### config.mk
export PLATFORM = sky130hd
export DESIGN_NAME = ubf_buffers
export DESIGN_NICKNAME = d
export VERILOG_FILES = /design/src/core/ubf_pkg.sv /design/src/core/ubf_buffers.sv /design/src/core/ubf_tx_fifo.sv
export SDC_FILE = /design/constraint.sdc
export NUM_CORES = 1
export LEC_CHECK = 0
export ABC_AREA = 1
export ABC_CLOCK_PERIOD_IN_PS = 6700
export BUFFER_PORTS_ARGS = -buffer_cell sky130_fd_sc_hd__buf_2
export CAP_MARGIN = 20
export CORE_MARGIN = 1.5
export CORE_UTILIZATION = 51
export CTS_BUF_LIST = sky130_fd_sc_hd__clkbuf_8 sky130_fd_sc_hd__clkbuf_16
export DETAILED_ROUTE_END_ITERATION = 16
export GPL_TIMING_DRIVEN = 0
export PLACE_DENSITY = 0.81
export SYNTH_ARGS = -nofsm -noshare
export SYNTH_HDL_FRONTEND = slang
export SYNTH_SLANG_ARGS = --single-unit
### constraint.sdc
create_clock -name clk -period 6.7 [get_ports clk]
set_clock_uncertainty 0.15 [all_clocks]
set_input_delay 1.005 -clock clk [delete_from_list [all_inputs] [get_ports clk]]
set_output_delay 1.005 -clock clk [all_outputs]
set_load 0.05 [all_outputs]
### src/core/ubf_pkg.sv
// package: register map, field positions and carriers of the serial port buffer block
package ubf_pkg;

  // ----------------------------------------------------------------
  // register addresses (word addresses on the register port)
  // ----------------------------------------------------------------
  localparam logic [15:0] ADDR_CTL_TWO = 16'h7054;
  localparam logic [15:0] ADDR_RX_STATUS = 16'h7055;
  localparam logic [15:0] ADDR_RX_PEEK = 16'h7056;
  localparam logic [15:0] ADDR_RX_BUF = 16'h7057;
  localparam logic [15:0] ADDR_TX_BUF = 16'h7059;
  localparam logic [15:0] ADDR_TX_FIFO_CTL = 16'h705a;
  localparam logic [15:0] ADDR_IRQ_STATUS = 16'h7060;
  localparam logic [15:0] ADDR_IRQ_MASK = 16'h7061;

  // ----------------------------------------------------------------
  // field positions
  // ----------------------------------------------------------------
  localparam int RX_READY_BIT = 6;
  localparam int CTL2_TX_IRQ_EN_BIT = 0;
  localparam int CTL2_RX_IRQ_EN_BIT = 1;
  localparam int CTL2_TX_READY_BIT = 7;
  localparam int RXB_FE_BIT = 15;
  localparam int RXB_PE_BIT = 14;
  localparam int TFC_RST_BIT = 15;
  localparam int TFC_ENA_BIT = 14;
  localparam int TFC_PTR_RST_BIT = 13;
  localparam int TFC_CNT_LSB = 8;
  localparam int TFC_FLAG_BIT = 7;
  localparam int TFC_CLR_BIT = 6;
  localparam int TFC_IENA_BIT = 5;
  localparam int TFC_LVL_LSB = 0;
  localparam int LVL_W = 5;
  localparam int IRQ_W = 3;
  localparam int IRQ_RX_BIT = 0;
  localparam int IRQ_TX_BIT = 1;
  localparam int IRQ_TXFIFO_BIT = 2;

  // ----------------------------------------------------------------
  // reset values
  // ----------------------------------------------------------------
  localparam logic RST_CHANNEL_RUN = 1'b1;
  localparam logic RST_FIFO_ENA = 1'b0;
  localparam logic RST_PTR_RUN = 1'b1;
  localparam logic RST_TX_READY = 1'b1;
  localparam logic [7:0] RST_CHAR = 8'h00;
  localparam logic [15:0] RST_WORD = 16'h0000;
  localparam logic [7:0] FULL_CHAR_MASK = 8'hff;
  localparam logic [2:0] MAX_LEN_CODE = 3'h7;

  // ----------------------------------------------------------------
  // carriers
  // ----------------------------------------------------------------
  typedef struct packed {
    logic framing_err;
    logic parity_err;
    logic [7:0] data;
  } ubf_rx_char_s;

  typedef struct packed {
    logic [15:0] addr;
    logic [15:0] wdata;
    logic wr;
    logic rd;
  } ubf_bus_req_s;

endpackage

### src/core/ubf_buffers.sv
// receive buffer, transmit buffer/FIFO control and interrupt logic of the serial port
//
// Notes on behaviour
// - character into buffer sets receive ready
// - one buffer, main read clears, alias keeps
// - reset clears receive buffer contents
// - receive interrupt when its enable set
// - FIFO mode: bit 15 framing error
// - FIFO mode: bit 14 parity, 13-8 reserved
// - transmit upper unused bits ignored
// - transfer to shifter sets transmit ready
// - transmit interrupt when its enable set
// - soft reset bit stops both channels
// - FIFO mode enable, default off
// - transmit pointer reset, default released
// - transmit FIFO word count field
// - FIFO interrupt flag, write-one clear bit
// - FIFO interrupt when count at or below level
//
// The plain strobed port was decided locally.
`timescale 1ns/1ps
`default_nettype none
module ubf_buffers
  import ubf_pkg::*;
#(
  parameter int TX_DEPTH = 16
) (
  // clock, reset, enable
  input wire logic clk,
  input wire logic resetn,
  input wire logic ce,
  // register port
  input wire ubf_pkg::ubf_bus_req_s bus_req,
  output logic [15:0] bus_rdata,
  // receive shift register side
  input wire logic rx_char_valid,
  input wire ubf_pkg::ubf_rx_char_s rx_char,
  // transmit shift register side
  output logic tx_load_valid,
  input wire logic tx_load_ready,
  output logic [7:0] tx_load_data,
  input wire logic [2:0] char_len_code,
  // channel control and interrupt
  output logic channel_run,
  output logic irq
);
  import ubf_pkg::*;

  localparam int CNT_W = $clog2(TX_DEPTH) + 1;

  generate
    if (CNT_W != LVL_W) begin : g_bad_depth
      $error("ubf_buffers: transmit depth must fit the five-bit count field");
    end
  endgenerate

  // ----------------------------------------------------------------
  // state
  // ----------------------------------------------------------------
  logic channel_soft_reset_n;
  logic fifo_mode_enable;
  logic tx_fifo_pointer_reset_n;
  logic tx_fifo_irq_enable;
  logic [LVL_W-1:0] tx_fifo_irq_level;
  logic tx_fifo_irq_flag;
  logic receive_break_irq_enable;
  logic transmit_irq_enable;
  logic receive_ready_flag;
  logic transmit_ready_flag;
  ubf_rx_char_s rx_data_buffer;
  logic [7:0] tx_data_buffer;
  logic [IRQ_W-1:0] irq_status;
  logic [IRQ_W-1:0] irq_mask;

  // ----------------------------------------------------------------
  // decode
  // ----------------------------------------------------------------
  logic wr_ctl2;
  logic wr_txbuf;
  logic wr_tfc;
  logic wr_irq_status;
  logic wr_irq_mask;
  logic rd_main;
  logic [7:0] char_mask;
  logic [7:0] tx_char_masked;
  logic fifo_clr;
  logic push_valid;
  logic push_ready;
  logic pop_valid;
  logic [CNT_W-1:0] tx_fifo_word_count;
  logic tx_transfer;
  logic rx_load;
  logic fifo_level_hit;
  logic [IRQ_W-1:0] irq_events;

  assign wr_ctl2 = bus_req.wr && (bus_req.addr == ADDR_CTL_TWO);
  assign wr_txbuf = bus_req.wr && (bus_req.addr == ADDR_TX_BUF);
  assign wr_tfc = bus_req.wr && (bus_req.addr == ADDR_TX_FIFO_CTL);
  assign wr_irq_status = bus_req.wr && (bus_req.addr == ADDR_IRQ_STATUS);
  assign wr_irq_mask = bus_req.wr && (bus_req.addr == ADDR_IRQ_MASK);
  assign rd_main = bus_req.rd && (bus_req.addr == ADDR_RX_BUF);

  assign channel_run = channel_soft_reset_n;

  // short characters: upper bits never reach the shifter
  assign char_mask = FULL_CHAR_MASK >> (MAX_LEN_CODE - char_len_code);
  assign tx_char_masked = bus_req.wdata[7:0] & char_mask;

  // ----------------------------------------------------------------
  // transmit path
  // ----------------------------------------------------------------
  // a stopped channel also flushes the store so no stale word goes out
  assign fifo_clr = !tx_fifo_pointer_reset_n || !channel_soft_reset_n;
  // without FIFO mode the store acts as the single transmit buffer
  assign push_valid = wr_txbuf && channel_soft_reset_n
                      && (fifo_mode_enable || tx_fifo_word_count == '0);
  assign tx_load_valid = pop_valid && channel_soft_reset_n;
  assign tx_transfer = tx_load_valid && tx_load_ready;

  ubf_tx_fifo #(
    .WIDTH(8),
    .DEPTH(TX_DEPTH),
    .CNT_W(CNT_W)
  ) u_tx_fifo (
    .clk(clk),
    .resetn(resetn),
    .ce(ce),
    .clr(fifo_clr),
    .wr_valid(push_valid),
    .wr_ready(push_ready),
    .wr_data(tx_char_masked),
    .rd_valid(pop_valid),
    .rd_ready(tx_load_ready && channel_soft_reset_n),
    .rd_data(tx_load_data),
    .count(tx_fifo_word_count)
  );

  always_ff @(posedge clk) begin
    if (!resetn) begin
      tx_data_buffer <= RST_CHAR;
    end else if (ce && push_valid && push_ready) begin
      tx_data_buffer <= tx_char_masked;
    end
  end

  // transfer to the shifter wins over a buffer write in the same cycle
  always_ff @(posedge clk) begin
    if (!resetn) begin
      transmit_ready_flag <= RST_TX_READY;
    end else if (ce) begin
      if (!channel_soft_reset_n) begin
        transmit_ready_flag <= RST_TX_READY;
      end else if (tx_transfer) begin
        transmit_ready_flag <= 1'b1;
      end else if (push_valid && push_ready) begin
        transmit_ready_flag <= 1'b0;
      end
    end
  end

  // ----------------------------------------------------------------
  // receive path
  // ----------------------------------------------------------------
  assign rx_load = rx_char_valid && channel_soft_reset_n;

  always_ff @(posedge clk) begin
    if (!resetn) begin
      rx_data_buffer <= '0;
    end else if (ce && rx_load) begin
      rx_data_buffer <= rx_char;
    end
  end

  // a new character in the clearing-read cycle keeps the flag set
  always_ff @(posedge clk) begin
    if (!resetn) begin
      receive_ready_flag <= 1'b0;
    end else if (ce) begin
      if (!channel_soft_reset_n) begin
        receive_ready_flag <= 1'b0;
      end else if (rx_load) begin
        receive_ready_flag <= 1'b1;
      end else if (rd_main) begin
        receive_ready_flag <= 1'b0;
      end
    end
  end

  // ----------------------------------------------------------------
  // configuration registers
  // ----------------------------------------------------------------
  // soft reset leaves these configuration bits untouched
  always_ff @(posedge clk) begin
    if (!resetn) begin
      channel_soft_reset_n <= RST_CHANNEL_RUN;
      fifo_mode_enable <= RST_FIFO_ENA;
      tx_fifo_pointer_reset_n <= RST_PTR_RUN;
      tx_fifo_irq_enable <= 1'b0;
      tx_fifo_irq_level <= '0;
    end else if (ce && wr_tfc) begin
      channel_soft_reset_n <= bus_req.wdata[TFC_RST_BIT];
      fifo_mode_enable <= bus_req.wdata[TFC_ENA_BIT];
      tx_fifo_pointer_reset_n <= bus_req.wdata[TFC_PTR_RST_BIT];
      tx_fifo_irq_enable <= bus_req.wdata[TFC_IENA_BIT];
      tx_fifo_irq_level <= bus_req.wdata[TFC_LVL_LSB +: LVL_W];
    end
  end

  always_ff @(posedge clk) begin
    if (!resetn) begin
      receive_break_irq_enable <= 1'b0;
      transmit_irq_enable <= 1'b0;
    end else if (ce && wr_ctl2) begin
      receive_break_irq_enable <= bus_req.wdata[CTL2_RX_IRQ_EN_BIT];
      transmit_irq_enable <= bus_req.wdata[CTL2_TX_IRQ_EN_BIT];
    end
  end

  // ----------------------------------------------------------------
  // transmit FIFO level flag
  // ----------------------------------------------------------------
  assign fifo_level_hit = tx_fifo_irq_enable && fifo_mode_enable
                          && (tx_fifo_word_count <= tx_fifo_irq_level);

  // the level condition wins over a write-one clear in the same cycle
  always_ff @(posedge clk) begin
    if (!resetn) begin
      tx_fifo_irq_flag <= 1'b0;
    end else if (ce) begin
      if (fifo_level_hit) begin
        tx_fifo_irq_flag <= 1'b1;
      end else if (wr_tfc && bus_req.wdata[TFC_CLR_BIT]) begin
        tx_fifo_irq_flag <= 1'b0;
      end
    end
  end

  // ----------------------------------------------------------------
  // interrupt status, mask and output
  // ----------------------------------------------------------------
  assign irq_events[IRQ_RX_BIT] = rx_load && receive_break_irq_enable;
  assign irq_events[IRQ_TX_BIT] = tx_transfer && transmit_irq_enable;
  assign irq_events[IRQ_TXFIFO_BIT] = fifo_level_hit;

  // sticky bits, write one to clear, a new event wins
  always_ff @(posedge clk) begin
    if (!resetn) begin
      irq_status <= '0;
    end else if (ce) begin
      irq_status <= irq_events | (irq_status & ~({IRQ_W{wr_irq_status}} & bus_req.wdata[IRQ_W-1:0]));
    end
  end

  always_ff @(posedge clk) begin
    if (!resetn) begin
      irq_mask <= '0;
    end else if (ce && wr_irq_mask) begin
      irq_mask <= bus_req.wdata[IRQ_W-1:0];
    end
  end

  assign irq = |(irq_status & irq_mask);

  // ----------------------------------------------------------------
  // read data, one cycle after the strobe
  // ----------------------------------------------------------------
  logic [15:0] next_rdata;

  always_comb begin
    next_rdata = RST_WORD;
    unique case (bus_req.addr)
      ADDR_RX_PEEK: begin
        next_rdata[7:0] = rx_data_buffer.data;
      end
      ADDR_RX_BUF: begin
        next_rdata[7:0] = rx_data_buffer.data;
        next_rdata[RXB_FE_BIT] = fifo_mode_enable && rx_data_buffer.framing_err;
        next_rdata[RXB_PE_BIT] = fifo_mode_enable && rx_data_buffer.parity_err;
      end
      ADDR_RX_STATUS: begin
        next_rdata[RX_READY_BIT] = receive_ready_flag;
      end
      ADDR_CTL_TWO: begin
        next_rdata[CTL2_TX_READY_BIT] = transmit_ready_flag;
        next_rdata[CTL2_RX_IRQ_EN_BIT] = receive_break_irq_enable;
        next_rdata[CTL2_TX_IRQ_EN_BIT] = transmit_irq_enable;
      end
      ADDR_TX_BUF: begin
        next_rdata[7:0] = tx_data_buffer;
      end
      ADDR_TX_FIFO_CTL: begin
        next_rdata[TFC_RST_BIT] = channel_soft_reset_n;
        next_rdata[TFC_ENA_BIT] = fifo_mode_enable;
        next_rdata[TFC_PTR_RST_BIT] = tx_fifo_pointer_reset_n;
        next_rdata[TFC_CNT_LSB +: LVL_W] = tx_fifo_word_count;
        next_rdata[TFC_FLAG_BIT] = tx_fifo_irq_flag;
        next_rdata[TFC_IENA_BIT] = tx_fifo_irq_enable;
        next_rdata[TFC_LVL_LSB +: LVL_W] = tx_fifo_irq_level;
      end
      ADDR_IRQ_STATUS: begin
        next_rdata[IRQ_W-1:0] = irq_status;
      end
      ADDR_IRQ_MASK: begin
        next_rdata[IRQ_W-1:0] = irq_mask;
      end
      default: begin
        next_rdata = RST_WORD;
      end
    endcase
  end

  // data stands only in the cycle after the read strobe
  always_ff @(posedge clk) begin
    if (!resetn) begin
      bus_rdata <= RST_WORD;
    end else if (ce) begin
      bus_rdata <= bus_req.rd ? next_rdata : RST_WORD;
    end
  end
endmodule
`default_nettype wire

### src/core/ubf_tx_fifo.sv
// transmit word store with count, clear and valid/ready on both sides
`timescale 1ns/1ps
`default_nettype none
module ubf_tx_fifo #(
  parameter int WIDTH = 8,
  parameter int DEPTH = 16,
  parameter int CNT_W = 5
) (
  // clock and control
  input wire logic clk,
  input wire logic resetn,
  input wire logic ce,
  input wire logic clr,
  // fill side
  input wire logic wr_valid,
  output logic wr_ready,
  input wire logic [WIDTH-1:0] wr_data,
  // drain side
  output logic rd_valid,
  input wire logic rd_ready,
  output logic [WIDTH-1:0] rd_data,
  // fill level
  output logic [CNT_W-1:0] count
);
  localparam int PTR_W = $clog2(DEPTH);

  generate
    if (DEPTH < 2 || (1 << PTR_W) != DEPTH || CNT_W != PTR_W + 1) begin : g_bad
      $error("ubf_tx_fifo: depth must be a power of two and count one bit wider than the pointer");
    end
  endgenerate

  logic [WIDTH-1:0] mem [DEPTH];
  logic [PTR_W-1:0] wptr;
  logic [PTR_W-1:0] rptr;
  logic push;
  logic pop;

  assign wr_ready = (count != CNT_W'(DEPTH));
  assign rd_valid = (count != '0);
  assign rd_data = mem[rptr];
  assign push = wr_valid && wr_ready;
  assign pop = rd_valid && rd_ready;

  always_ff @(posedge clk) begin
    if (ce && push) begin
      mem[wptr] <= wr_data;
    end
  end

  // pointers and count are held at zero while clr stands
  always_ff @(posedge clk) begin
    if (!resetn) begin
      wptr <= '0;
      rptr <= '0;
      count <= '0;
    end else if (ce) begin
      if (clr) begin
        wptr <= '0;
        rptr <= '0;
        count <= '0;
      end else begin
        if (push) begin
          wptr <= wptr + PTR_W'(1);
        end
        if (pop) begin
          rptr <= rptr + PTR_W'(1);
        end
        if (push && !pop) begin
          count <= count + CNT_W'(1);
        end else if (pop && !push) begin
          count <= count - CNT_W'(1);
        end
      end
    end
  end
endmodule
`default_nettype wire

==> impl_metrics.toml <==
[final_layout]
antenna_cells = 0
fillers = 1418
area.sequential_sq_mm = 0.00527
layout_commonest_cell = "edfxtp_1"
area_growth_pct = 14.0
multi_input_area_sq_mm = 0.00310
nets = 1031
final_cell_mix = "edfxtp_1, nand2_1, a21oi_1, inv_1, buf_2"
drive_gt1_share_pct = 16.6
finalNonFillerCells = 1202
design_area_sq_mm = 0.0101

[yosys]
synth_cell_types = 41
synth-seq-cells = 199
synth_top_area_share_pct = 43.2
synthCells = 872
syn_area_sq_mm = 0.00890
yosys-top-cells-area = "edfxtp_1, dfxtp_1, a21oi_1"
avgSynthCellArea_sq_um = 10.2
seq_area_frac_synth_pct = 59.2
synth_top_area_cell = "edfxtp_1"
ys_warn_count = 0
syn_nets = 939

[floorplan]
start_util_pct = 51.8
die_h_um = 135
floorplan.die.width_um = 135
coreArea_sq_mm = 0.0172
dieArea_sq_mm = 0.0182
num_rows = 48
pin_count = 79

[power]
internal_power_mw = 2.13
p_per_area_mw_per_mm2 = 319
pwr-share-clk_pct = 31.3
power.leakage_nw = 3.79
ir_drop_uv = 457
p_sw_share_pct = 34.2
comb_power_share_pct = 26.6
switchingPower_mw = 1.11
pwr-share-seq_pct = 42.1

[grt]
grt_pass1_vias = 6588
grtUsageTotal_pct = 24.8
grt_start_max_net_pins = 20
grt_pass1_wl_um = 34200
grt_overflow = 0
antenna_found_initial = 0

[clocking]
cts_hold_buf = 0
path_clk_slew_ps = 70
insertion_delay_ps = 430
post-cts-setup-buffers = 0
cts_buffers = 17
htree_num_levels = 4
cts_tree = "yes"
cts_resized = 0
cts_buffer_depth = 2
cts.sinks = 199
root_buffer = "clkbuf_16"

[critical_path]
end_kind = "output port"
start_kind = "register"
critPathMaxFanout = 10
crit_type = "reg -> out"
cp.arrival_ps = 2520
r2r-start = "u_tx_fifo.count[1]"
worstPathRequired_ps = 5540

[sta]
min_period_ps = 3670
fmax_mhz = 272
final.period_utilization_pct = 54.8
setup_violations = 0
hold_violations = 0
rsz0062_at_grt = "no"
slew_violations = 0
slew_headroom_pct = 38.8
finalSetupTns_ps = 0
tightest_slew_ps = 917

[placement]
port_buffers = 71
placed_cells = 1170
place.gp.congestion = 0.906
placed_cell_area_sq_mm = 0.00956
dp_hpwl_um = 15200

[run_status]
status = "completed"

[detailed_routing]
avgRoutedWirePerCell_um = 17.9
viasPerCell = 5.68
wirelength_um = 21500
drc = 0
antenna_left = 0
vias = 6827
drt_iter0_markers = 594
drt_first_pass_iters = 5

[hold_path]
min_path_type = "reg -> reg"
min-delay-start = "rx_data_buffer[8]"

[job]
cap_violations = 0
==> flip-flops by register name (all words and copies together) (netlist names), named ones only <==
| signal | cells |
|---|---|
| tx_fifo_irq_flag | 1 |
| tx_fifo_irq_enable | 1 |
| irq_status | 3 |
| u_tx_fifo.wptr | 4 |
| u_tx_fifo.count | 5 |
| channel_run | 1 |
| irq_mask | 3 |
| u_tx_fifo.rptr | 4 |
| tx_fifo_irq_level | 5 |
| tx_data_buffer | 8 |
| fifo_mode_enable | 1 |
| receive_break_irq_enable | 1 |
| transmit_ready_flag | 1 |
| tx_fifo_pointer_reset_n | 1 |
| receive_ready_flag | 1 |
| rx_data_buffer | 10 |
| bus_rdata | 16 |
| u_tx_fifo.mem | 128 |
| transmit_irq_enable | 1 |
==> worst max-delay path, stage by stage, from the launching register on <==
cell      delay (ps)
dfxtp_1          300
buf_2            170
buf_2            310
clkbuf_1         460
a21oi_1          150
o21ai_0          160
o211ai_1         150
nand3_1           90
nand2_1           70
buf_2            210
==> final timing paths <==
path / cells past startpoint / slack [ps] / to
worst max-delay path: 9 / 3030 / tx_load_data[7]
worst min-delay path: 2 / 310 / rx_data_buffer[8]
worst max register to register: 8 / 3930 / u_tx_fifo.mem[9][1]
worst min register to register: 2 / 310 / rx_data_buffer[8]
==> cell type report <==
type | count | area share (%)
inverters | 92 | 3.41
flip-flops and latches | 199 | 51.9
multi-input cells | 542 | 30.6
clock buffers | 17 | 4.20
well taps | 225 | 2.78
clock inverters | 15 | 1.55
plain buffers | 39 | 1.84
repair buffers | 73 | 3.69
==> stage by stage <==
| stage | setup slack, ps | power (mW) | util (%) | hold WS, ps |
|---|---|---|---|---|
| global route | 2910 | 3.37 | 59.0 | 324 |
| finish | 3030 | 3.24 | 59.0 | 308 |
| CTS | 3030 | 3.24 | 59.0 | 309 |
| detailed placement | 3200 | 2.24 | 55.6 | 296 |
| floorplan | 3700 | 2.02 | - | 280 |
| global placement | 3200 | 2.22 | 55.5 | 293 |
==> cells by family after synthesis <==
| kind of cell | after synthesis | synth area share (%) |
|---|---|---|
| compound gates | 212 | 13.7 |
| fa+ha+maj | 15 | 2.19 |
| buf+inv | 131 | 5.98 |
| xor+xnor | 4 | 0.394 |
| flops | 199 | 59.2 |
| mux | 32 | 3.60 |
| simple gates | 279 | 15.0 |
==> power groups by stage <==
stage | Sequential (mW) | Combinational [mW] | Clock (mW)
floorplan | 1.38 | 0.638 | 0
global placement | 1.39 | 0.832 | 0
detailed placement | 1.39 | 0.853 | 0
CTS | 1.36 | 0.856 | 1.02
global route | 1.37 | 0.935 | 1.07
finish | 1.36 | 0.861 | 1.01
==> Yosys cell counts <==
master and instances:
a211oi_1 3, a211oi_2 4, a21oi_1 91, a21oi_2 3, and2_1 1, and3_1 1
buf_1 2, buf_2 8, buf_4 4, buf_6 2, clkbuf_1 23, clkinv_1 2
dfxtp_1 71, edfxtp_1 128, fa_1 1, ha_1 14, inv_1 80, inv_2 10
mux2i_1 32, nand2_1 118, nand2_2 6, nand2_4 3, nand3_1 53, nand3_2 4
nand3_4 1, nand4_1 17, nand4_4 1, nor2_1 60, nor2_2 6, nor2_4 1
nor2_8 3, nor3_1 3, o211a_1 1, o211ai_1 37, o21ai_0 56, o21ai_1 14
o21ai_2 1, o221ai_1 1, o22ai_1 1, or2_1 1, xor2_1 4
==> per-layer routing <==
metal	track usage (%)	share of wire, %
met5	0	0
met1	31.2	41
met3	4.65	7.0
met4	12.2	3.9
met2	41.3	48
(Power assumes the default switching activity.)
